===== src/logic/pms_pkg.sv =====
// Package: constants and types of the precession measurement sequencer
package pms_pkg;

	// Clock and time base
	localparam int unsigned CLK_HZ = 40_000_000;
	localparam int unsigned MS_PER_S = 1000;
	localparam int unsigned MS_CYC = CLK_HZ / MS_PER_S;

	// Phase lengths in milliseconds
	localparam logic [11:0] POL_NORM_MS = 12'h0708; // 1800 ms
	localparam logic [11:0] POL_LONG_MS = 12'h0B54; // 2900 ms
	localparam logic [11:0] POL_SHORT_MS = 12'h0384; // 900 ms
	localparam logic [11:0] EXTRA_MS = 12'h03E8; // 1000 ms hold-over
	localparam logic [11:0] CNT_NORM_MS = 12'h0398; // 920 ms
	localparam logic [11:0] CNT_SHORT_MS = 12'h01CC; // 460 ms
	localparam logic [11:0] BEEP_MS = 12'h0064; // 100 ms per half beep
	localparam logic [3:0] BEEP_PHASES = 4'hA; // Five on, five off
	localparam int unsigned BLANK_MS = 300_000; // Five minutes
	localparam logic [1:0] SETTLE_CYC = 2'h3;
	localparam logic [1:0] AVG_LAST = 2'h2; // Index of third reading

	// Counts to tenths of nT, Q8; short window doubles the weight
	localparam logic [17:0] SCALE_NORM = 18'h0_FF4C;
	localparam logic [17:0] SCALE_SHORT = 18'h1_FE97;
	localparam logic [15:0] THIRD_Q16 = 16'h5556;

	// Baud rates by switch code
	localparam logic [16:0] BAUD_0 = 17'h1_C200;
	localparam logic [16:0] BAUD_1 = 17'h0_0096;
	localparam logic [16:0] BAUD_2 = 17'h0_012C;
	localparam logic [16:0] BAUD_3 = 17'h0_0258;
	localparam logic [16:0] BAUD_4 = 17'h0_04B0;
	localparam logic [16:0] BAUD_5 = 17'h0_0960;
	localparam logic [16:0] BAUD_6 = 17'h0_12C0;
	localparam logic [16:0] BAUD_7 = 17'h0_2580;

	// Register map, byte addresses
	localparam logic [7:0] REG_CTRL = 8'h00;
	localparam logic [7:0] REG_AUTO_MS = 8'h04;
	localparam logic [7:0] REG_IRQ_STAT = 8'h08;
	localparam logic [7:0] REG_IRQ_CLR = 8'h0C;
	localparam logic [7:0] REG_IRQ_EN = 8'h10;
	localparam logic [7:0] REG_RESULT = 8'h14;
	localparam logic [7:0] REG_STATE = 8'h18;
	localparam int CTRL_AUTO = 0;
	localparam int CTRL_READ = 1;
	localparam int IRQ_DONE = 0;
	localparam int IRQ_TRUNC = 1;
	localparam int IRQ_EXT = 2;
	localparam logic [15:0] AUTO_MS_RST = 16'h2710; // 10 s

	typedef struct packed {
		logic baud_select_bit2;
		logic baud_select_bit1;
		logic baud_select_bit0;
		logic display_blank_switch;
		logic triple_average_switch;
		logic short_count_switch;
		logic short_polarize_switch;
		logic long_polarize_switch;
	} pms_sw_t;

	localparam pms_sw_t SW_DEFAULT = 8'hE0;

	typedef struct packed {
		logic [7:0] addr;
		logic [31:0] wdata;
		logic wr;
		logic rd;
	} pms_bus_req_t;

	typedef enum logic [2:0] {
		ST_IDLE,
		ST_POLARIZE,
		ST_EXTEND,
		ST_COUNT,
		ST_FINISH
	} pms_state_t;

endpackage


===== src/logic/pms_sequencer.sv =====
// Precession measurement sequencer: polarize, count, sync line, switches
`timescale 1ns/1ps
module pms_sequencer import pms_pkg::*; #(
	parameter int unsigned P_MS_CYC = MS_CYC,
	parameter int unsigned P_BLANK_MS = BLANK_MS
) (
	input wire logic i_mclk,
	input wire logic i_srst,
	input wire pms_bus_req_t i_bus,
	output logic [31:0] o_rd_data,
	input wire pms_sw_t i_sw,
	input wire logic i_sync_in,
	output logic o_sync_out,
	output logic o_sync_oe_n,
	input wire logic i_read_key,
	input wire logic i_key_act,
	input wire logic i_prec,
	input wire logic i_sig_ok,
	output logic o_polarize,
	output logic o_counting,
	output logic [23:0] o_field,
	output logic o_field_valid,
	output logic o_store,
	output logic o_truncated,
	output logic o_fine_res,
	output logic o_beep,
	output logic o_display_on,
	output logic [18:0] o_baud_div,
	output logic o_irq
);

	// Polarize length from the switches; short takes priority
	function automatic logic [11:0] pol_len(input pms_sw_t sw);
		if (sw.short_polarize_switch) begin
			pol_len = POL_SHORT_MS;
		end else if (sw.long_polarize_switch) begin
			pol_len = POL_LONG_MS;
		end else begin
			pol_len = POL_NORM_MS;
		end
	endfunction

	// Bit period in clocks for a baud code, rounded to nearest
	function automatic logic [18:0] baud_div(input logic [2:0] code);
		logic [16:0] rate;
		rate = BAUD_7;
		unique case (code)
			3'h0: rate = BAUD_0;
			3'h1: rate = BAUD_1;
			3'h2: rate = BAUD_2;
			3'h3: rate = BAUD_3;
			3'h4: rate = BAUD_4;
			3'h5: rate = BAUD_5;
			3'h6: rate = BAUD_6;
			3'h7: rate = BAUD_7;
		endcase
		baud_div = 19'((CLK_HZ + 32'(rate) / 2) / 32'(rate));
	endfunction

	localparam int NPIN = 13;
	localparam logic [NPIN-1:0] PIN_RST = {SW_DEFAULT, 5'h01_1};

	logic [NPIN-1:0] meta_ff;
	logic [NPIN-1:0] pin_ff;
	pms_sw_t sw;
	logic line_high;
	logic read_key;
	logic key_act;
	logic prec;
	logic sig_ok;
	logic prec_d_ff;
	logic read_d_ff;
	logic [15:0] tick_cnt_ff;
	logic tick_ff;
	pms_state_t state_ff;
	logic [11:0] ms_ff;
	logic [1:0] settle_ff;
	logic [1:0] rd_idx_ff;
	logic [15:0] edges_ff;
	logic [25:0] accum_ff;
	logic armed_ff;
	logic store_ff;
	logic trunc_ff;
	logic [15:0] auto_cnt_ff;
	logic [19:0] idle_ms_ff;
	logic [3:0] beep_left_ff;
	logic [11:0] beep_ms_ff;
	logic auto_en_ff;
	logic soft_read_ff;
	logic [15:0] auto_ms_ff;
	logic [2:0] irq_stat_ff;
	logic [2:0] irq_en_ff;
	logic [2:0] irq_ev;
	logic ext_start;
	logic own_start;
	logic start;
	logic [11:0] pol_ms;
	logic [11:0] cnt_ms;
	logic [33:0] prod;
	logic [23:0] tenths;
	logic [25:0] nxt_accum;
	logic [41:0] mean_prod;
	logic last_read;
	logic finish_out;

	// Every pin crosses two flip-flops; switches reset to the default set
	always_ff @(posedge i_mclk) begin
		if (i_srst) begin
			meta_ff <= PIN_RST;
			pin_ff <= PIN_RST;
		end else begin
			meta_ff <= {i_sw, i_sync_in, i_read_key, i_key_act, i_prec,
				i_sig_ok};
			pin_ff <= meta_ff;
		end
	end

	assign sw = pin_ff[12:5];
	assign line_high = pin_ff[4];
	assign read_key = pin_ff[3];
	assign key_act = pin_ff[2];
	assign prec = pin_ff[1];
	assign sig_ok = pin_ff[0];

	// Millisecond enable; all phase timing counts these pulses
	always_ff @(posedge i_mclk) begin
		if (i_srst) begin
			tick_cnt_ff <= '0;
			tick_ff <= 1'b0;
		end else if (32'(tick_cnt_ff) == P_MS_CYC - 1) begin
			tick_cnt_ff <= '0;
			tick_ff <= 1'b1;
		end else begin
			tick_cnt_ff <= tick_cnt_ff + 16'h0001;
			tick_ff <= 1'b0;
		end
	end

	// Start sources; an outside low only counts once the line was seen high,
	// so a line still held at cycle end does not retrigger at once
	assign ext_start = armed_ff && !line_high;
	assign own_start = (read_key && !read_d_ff) || soft_read_ff ||
		(auto_en_ff && auto_cnt_ff >= auto_ms_ff);
	assign start = (state_ff == ST_IDLE) && (ext_start || own_start);
	assign pol_ms = pol_len(sw);
	assign cnt_ms = sw.short_count_switch ? CNT_SHORT_MS : CNT_NORM_MS;

	// Scale count to tenths of nT; short window keeps even tenths only
	assign prod = edges_ff * (sw.short_count_switch ? SCALE_SHORT :
		SCALE_NORM);
	assign tenths = sw.short_count_switch ? {prod[31:9], 1'b0} :
		prod[31:8];
	assign nxt_accum = accum_ff + {2'b00, tenths};
	assign mean_prod = nxt_accum * THIRD_Q16;
	assign last_read = !sw.triple_average_switch || rd_idx_ff == AVG_LAST;
	assign finish_out = (state_ff == ST_FINISH) && last_read;

	// Edge detectors on synchronised pins
	always_ff @(posedge i_mclk) begin
		if (i_srst) begin
			prec_d_ff <= 1'b0;
			read_d_ff <= 1'b0;
		end else begin
			prec_d_ff <= prec;
			read_d_ff <= read_key;
		end
	end

	// Sequencer: polarize, optional hold-over, count, finish
	always_ff @(posedge i_mclk) begin
		if (i_srst) begin
			state_ff <= ST_IDLE;
			ms_ff <= '0;
			settle_ff <= '0;
			rd_idx_ff <= '0;
		end else begin
			unique case (state_ff)
				ST_IDLE: begin
					if (start) begin
						state_ff <= ST_POLARIZE;
						ms_ff <= '0;
						rd_idx_ff <= '0;
					end
				end
				ST_POLARIZE: begin
					if (ms_ff == pol_ms) begin
						state_ff <= ST_EXTEND;
						settle_ff <= '0;
					end else if (tick_ff) begin
						ms_ff <= ms_ff + 12'h001;
					end
				end
				ST_EXTEND: begin
					// Own release needs the pin pipeline to clear first
					if (settle_ff != SETTLE_CYC) begin
						settle_ff <= settle_ff + 2'h1;
					end else if (line_high ||
						ms_ff == 12'(pol_ms + EXTRA_MS)) begin
						state_ff <= ST_COUNT;
						ms_ff <= '0;
					end else if (tick_ff) begin
						ms_ff <= ms_ff + 12'h001;
					end
				end
				ST_COUNT: begin
					if (!sig_ok || ms_ff == cnt_ms) begin
						state_ff <= ST_FINISH;
					end else if (tick_ff) begin
						ms_ff <= ms_ff + 12'h001;
					end
				end
				ST_FINISH: begin
					if (last_read) begin
						state_ff <= ST_IDLE;
					end else begin
						state_ff <= ST_POLARIZE;
						ms_ff <= '0;
						rd_idx_ff <= rd_idx_ff + 2'h1;
					end
				end
			endcase
		end
	end

	// Precession edge counter and running sum for averaging
	always_ff @(posedge i_mclk) begin
		if (i_srst) begin
			edges_ff <= '0;
			accum_ff <= '0;
		end else if (state_ff == ST_POLARIZE) begin
			edges_ff <= '0;
			if (rd_idx_ff == 2'h0) begin
				accum_ff <= '0;
			end
		end else if (state_ff == ST_COUNT && prec && !prec_d_ff) begin
			edges_ff <= edges_ff + 16'h0001;
		end else if (state_ff == ST_FINISH) begin
			accum_ff <= nxt_accum;
		end
	end

	// Cycle bookkeeping: rearm, store request, truncation
	always_ff @(posedge i_mclk) begin
		if (i_srst) begin
			armed_ff <= 1'b0;
			store_ff <= 1'b0;
			trunc_ff <= 1'b0;
		end else if (start) begin
			armed_ff <= 1'b0;
			store_ff <= ext_start || auto_en_ff;
			trunc_ff <= 1'b0;
		end else begin
			if (state_ff == ST_IDLE && line_high) begin
				armed_ff <= 1'b1;
			end
			if (state_ff == ST_COUNT && !sig_ok && ms_ff != cnt_ms) begin
				trunc_ff <= 1'b1;
			end
		end
	end

	// Line and coil drive; the line is released with polarize time
	always_ff @(posedge i_mclk) begin
		if (i_srst) begin
			o_sync_out <= 1'b0;
			o_sync_oe_n <= 1'b1;
			o_polarize <= 1'b0;
			o_counting <= 1'b0;
		end else begin
			o_sync_out <= 1'b0;
			o_sync_oe_n <= !(start || (state_ff == ST_POLARIZE &&
				ms_ff != pol_ms));
			o_polarize <= start || state_ff == ST_POLARIZE ||
				state_ff == ST_EXTEND;
			o_counting <= state_ff == ST_COUNT &&
				!(!sig_ok || ms_ff == cnt_ms);
		end
	end

	// Result outputs on the last reading of a cycle
	always_ff @(posedge i_mclk) begin
		if (i_srst) begin
			o_field <= '0;
			o_field_valid <= 1'b0;
			o_store <= 1'b0;
			o_truncated <= 1'b0;
			o_fine_res <= 1'b1;
			o_baud_div <= baud_div(3'h7);
		end else begin
			o_field_valid <= finish_out;
			o_store <= finish_out && store_ff;
			if (finish_out) begin
				o_field <= sw.triple_average_switch ? mean_prod[39:16] :
					tenths;
				o_truncated <= trunc_ff;
				o_fine_res <= !sw.short_count_switch;
			end
			o_baud_div <= baud_div({sw.baud_select_bit2,
				sw.baud_select_bit1, sw.baud_select_bit0});
		end
	end

	// Five beeps: ten 100 ms half periods, sounding on even counts
	always_ff @(posedge i_mclk) begin
		if (i_srst) begin
			beep_left_ff <= '0;
			beep_ms_ff <= '0;
			o_beep <= 1'b0;
		end else begin
			if (finish_out && trunc_ff) begin
				beep_left_ff <= BEEP_PHASES;
				beep_ms_ff <= '0;
			end else if (beep_left_ff != 4'h0 && tick_ff) begin
				if (beep_ms_ff == BEEP_MS - 12'h001) begin
					beep_ms_ff <= '0;
					beep_left_ff <= beep_left_ff - 4'h1;
				end else begin
					beep_ms_ff <= beep_ms_ff + 12'h001;
				end
			end
			o_beep <= beep_left_ff != 4'h0 && !beep_left_ff[0];
		end
	end

	// Auto cycle spacing and keyboard idle time for blanking
	always_ff @(posedge i_mclk) begin
		if (i_srst) begin
			auto_cnt_ff <= '0;
			idle_ms_ff <= '0;
			o_display_on <= 1'b1;
		end else begin
			if (start || state_ff != ST_IDLE) begin
				auto_cnt_ff <= '0;
			end else if (tick_ff && auto_cnt_ff != 16'hFFFF) begin
				auto_cnt_ff <= auto_cnt_ff + 16'h0001;
			end
			if (key_act || read_key || !auto_en_ff) begin
				idle_ms_ff <= '0;
			end else if (tick_ff && 32'(idle_ms_ff) < P_BLANK_MS) begin
				idle_ms_ff <= idle_ms_ff + 20'h0_0001;
			end
			o_display_on <= !(auto_en_ff && sw.display_blank_switch &&
				32'(idle_ms_ff) >= P_BLANK_MS);
		end
	end

	// Register writes; the read request bit is a one-cycle command
	always_ff @(posedge i_mclk) begin
		if (i_srst) begin
			auto_en_ff <= 1'b0;
			soft_read_ff <= 1'b0;
			auto_ms_ff <= AUTO_MS_RST;
			irq_en_ff <= '0;
		end else begin
			soft_read_ff <= i_bus.wr && i_bus.addr == REG_CTRL &&
				i_bus.wdata[CTRL_READ];
			if (i_bus.wr) begin
				unique case (i_bus.addr)
					REG_CTRL: auto_en_ff <= i_bus.wdata[CTRL_AUTO];
					REG_AUTO_MS: auto_ms_ff <= i_bus.wdata[15:0];
					REG_IRQ_EN: irq_en_ff <= i_bus.wdata[2:0];
					default: ;
				endcase
			end
		end
	end

	// Sticky events; a new event outranks a clear in the same cycle
	assign irq_ev = {start && ext_start, finish_out && trunc_ff,
		finish_out};

	always_ff @(posedge i_mclk) begin
		if (i_srst) begin
			irq_stat_ff <= '0;
			o_irq <= 1'b0;
		end else begin
			if (i_bus.wr && i_bus.addr == REG_IRQ_CLR) begin
				irq_stat_ff <= (irq_stat_ff & ~i_bus.wdata[2:0]) | irq_ev;
			end else begin
				irq_stat_ff <= irq_stat_ff | irq_ev;
			end
			o_irq <= |(irq_stat_ff & irq_en_ff);
		end
	end

	// Read data stands in the cycle after the strobe; unmapped reads zero
	always_ff @(posedge i_mclk) begin
		if (i_srst) begin
			o_rd_data <= '0;
		end else if (i_bus.rd) begin
			unique case (i_bus.addr)
				REG_CTRL: o_rd_data <= {31'h0000_0000, auto_en_ff};
				REG_AUTO_MS: o_rd_data <= {16'h0000, auto_ms_ff};
				REG_IRQ_STAT: o_rd_data <= {29'h0000_0000, irq_stat_ff};
				REG_IRQ_EN: o_rd_data <= {29'h0000_0000, irq_en_ff};
				REG_RESULT: o_rd_data <= {o_truncated, o_fine_res, 6'h00,
					o_field};
				REG_STATE: o_rd_data <= {16'h0000, sw, 1'b0, state_ff,
					!o_sync_oe_n, line_high, rd_idx_ff};
				default: o_rd_data <= '0;
			endcase
		end else begin
			o_rd_data <= '0;
		end
	end

endmodule // pms_sequencer


===== config.mk =====
export PLATFORM = sky130hd
export DESIGN_NAME = pms_sequencer
export DESIGN_NICKNAME = d
export VERILOG_FILES = /design/src/logic/pms_pkg.sv /design/src/logic/pms_sequencer.sv
export SDC_FILE = /design/constraint.sdc
export NUM_CORES = 2
export LEC_CHECK = 0
export ABC_CLOCK_PERIOD_IN_PS = 82300
export BUFFER_PORTS_ARGS = -buffer_cell sky130_fd_sc_hd__buf_2
export CAP_MARGIN = 15
export CORE_UTILIZATION = 25
export DETAILED_ROUTE_END_ITERATION = 8
export PLACE_DENSITY = 0.39
export REMOVE_ABC_BUFFERS = 1
export SYNTH_ARGS = -nofsm -noshare
export SYNTH_HDL_FRONTEND = slang
export SYNTH_SLANG_ARGS = --single-unit

===== constraint.sdc =====
create_clock -name i_mclk -period 82.3 [get_ports i_mclk]
set_input_delay 8.23 -clock i_mclk [delete_from_list [all_inputs] [get_ports i_mclk]]
set_output_delay 8.23 -clock i_mclk [all_outputs]
set_load 0.1 [all_outputs]

==> impl_metrics.csv <==
group,metric,value,unit
setup_path,start_kind,"flop",
sta,max_freq,0.01301,GHz
placement,post-place-ws,776.7,ps
routing,ant_nets,0,
min_path,hold_class,"reg -> reg",
logic_synthesis,yosys-top-cells-area,"ha_1 19%, fa_1 13%, dfxtp_1 13%",
logic_synthesis,yosys_warnings,0,
setup_path,crit_top_cell,"o21a_1",
global_route,first_global_vias,38290,
sta,worst_pin_slew,1193,ps
routing,drcViolationCount,0,
routing,firstDrtPassIters,8,
routing,drt-initial-drc-count,1763,
sta,fin_worst_skew,59.85,ps
logic_synthesis,synth_seq_cells,278,
floorplan,die_w,419.9,µm
sta,hold_viol,0,
global_route,grt_pass1_wl,219000,µm
global_route,track_usage,0.1565,
sta,fin_crit_sh,0.9340,
logic_synthesis,ys_types,125,
floorplan,core,173600,µm²
global_route,grt.overflow.total,0,
logic_synthesis,synth_cells,5302,
finish,area_growth,16.74,%
flow_run,cap_violations,0,
setup_path,worstSetupPathType,"reg -> reg",
sta,maxSlewViolCount,0,
outcome,run_status,"complete, no violations",
logic_synthesis,synth-edff-count,0,
global_route,antenna_found_initial,3,
finish,design_area,50970,µm²
sta,hold_slack,408.2,ps
sta,setup_violations,0,
setup_path,reg2reg_slack,5430,ps
sta,worst_slack,5428,ps
logic_synthesis,async_flop_share,0,
logic_synthesis,synth_area_per_cell,8.235,µm²
logic_synthesis,synth.most_common_cell,"ha_1",
routing,drt-wirelength-per-cell,17.38,µm
floorplan,start_util,0.2515,
placement,gp_congestion,0.8268,
setup_path,endpoint_kind,"flop",
logic_synthesis,synth_top_area_cell,"ha_1",
global_route,grt_max_degree,53,
clock_tree,root_buffer,"clkbuf_16",
routing,vias,38470,
clock_tree,cts_tree,"done",
clock_tree,clock-sinks,278,
setup_path,crit_family,"compound AO/OA/AOI/OAI gates",
finish,n_fill_cell,18730,
floorplan,die_area,176300,µm²
floorplan,chipHeight,419.9,µm
finish,layout-drive-gt1-share,0.1483,
clock_tree,numCtsBuffers,39,
logic_synthesis,synth_flop_cell,"dfxtp_1",
clock_tree,clk_pin_slew_worst_paths,60,ps
setup_path,crit_arrival,77340,ps
logic_synthesis,syn_area,43660,µm²
setup_path,slowest_delay,580,ps
placement,place_area,48850,µm²
placement,io_buffers,119,
setup_path,required,82770,ps
logic_synthesis,ys_top_cells_by_count,"670 x ha_1, 525 x nor2_1, 424 x inv_1",
logic_synthesis,synth_top_area_share,0.1920,
setup_path,critPathSlowestCell,"or4_4",
clock_tree,insertion_delay,640,ps
placement,hpwl,113300,µm
floorplan,io_pins,143,
sta,max_slew_margin,0.2018,
clock_tree,h-tree-depth,2,
logic_synthesis,yosysSeqAreaShare,0.1275,
clock_tree,clockBufferDepth,3,
routing,drt-total-wl,139200,µm
setup_path,path_buf_inv,23,
floorplan,rows,153,
sta,period_needed,76870,ps
routing,avgViaCountPerCell,4.802,
finish,fin_nets,6672,
setup_path,crit_fanout,18,
finish,fin_util,0.2935,
-- kinds of logic (layout without fill, tap and decap cells) --
family | count (synthesis) | in the layout | share of synthesized area
DFF | 278 | 278 | 0.1275
buffers and inverters | 586 | 936 | 0.05253
AOI/OAI and AO/OA | 1272 | 1273 | 0.2013
xor gates and xnor gates | 302 | 302 | 0.06093
and+or+nand+nor | 1759 | 1759 | 0.1964
other | 2 | 36 | 0.0001720
adders and majority gates | 960 | 960 | 0.3248
muxes | 143 | 143 | 0.03637
-- cells in the final DEF (no fill, tap or decap), types with 146 or more instances in the layout --
master | netlist | layout
nor2_1 | 525 | 516
inv_1 | 424 | 422
dfxtp_1 | 278 | 277
xnor2_1 | 166 | 166
o21a_1 | 232 | 230
ha_1 | 670 | 665
nor3_1 | 272 | 270
a21oi_1 | 306 | 272
buf_4 | 12 | 310
o21ai_0 | 155 | 146
nand2_1 | 365 | 364
fa_1 | 289 | 289
-- layout make-up --
class | instances | area [µm²] | area share
multi-input cells | 4472 | 36550 | 0.7171
flip-flops and latches | 278 | 5567 | 0.1092
repair buffers | 437 | 3040 | 0.05965
well taps | 2325 | 2909 | 0.05708
inverters | 428 | 1607 | 0.03152
clock buffers | 52 | 1116 | 0.02190
clock inverters | 19 | 176.4 | 0.003461
diodes | 1 | 2.502 | 0.00004910
-- metal layers --
layer	global-route usage	up-vias	wire length (µm)
met1	0.2199	18370	69410
met2	0.2637	342	65240
met3	0.01118	85	2612
li1	-	19670	-
met5	0	-	13
met4	0.02505	2	1963
-- sequential cells by signal (all words and copies together) (netlist names), 2 cells and up, named ones only --
signal,count
accum_ff,26
o_rd_data,26
o_field,24
idle_ms_ff,20
o_baud_div,19
auto_cnt_ff,16
auto_ms_ff,16
edges_ff,16
tick_cnt_ff,16
meta_ff,13
pin_ff,13
beep_ms_ff,12
ms_ff,12
beep_left_ff,4
irq_en_ff,3
irq_stat_ff,3
state_ff,3
rd_idx_ff,2
settle_ff,2
-- stage by stage --
| stage | instances | setup TNS, ps |
|---|---|---|
| after floorplan | 5177 | 0 |
| after global placement | 7914 | 0 |
| after detailed placement | 7914 | 0 |
| after CTS | 7985 | 0 |
| after global routing | 8011 | -99.00 |
| final | 8012 | 0 |
-- final timing paths --
check | start | end | depth (start not counted)
max | flop | o_baud_div[0] | 391
min reg2reg | meta_ff[4] | pin_ff[4] | 1
min | meta_ff[4] | pin_ff[4] | 1
max reg2reg | flop | o_baud_div[0] | 391
-- repair_timing --
action	CTS	global route
setup endpoints to repair	0	2
setup buffers	0	25
hold buffers	0	0
resized for setup	0	147
Power is not shown: default switching activity piles up to over one toggle a cycle in this logic, so the estimate is an artifact.
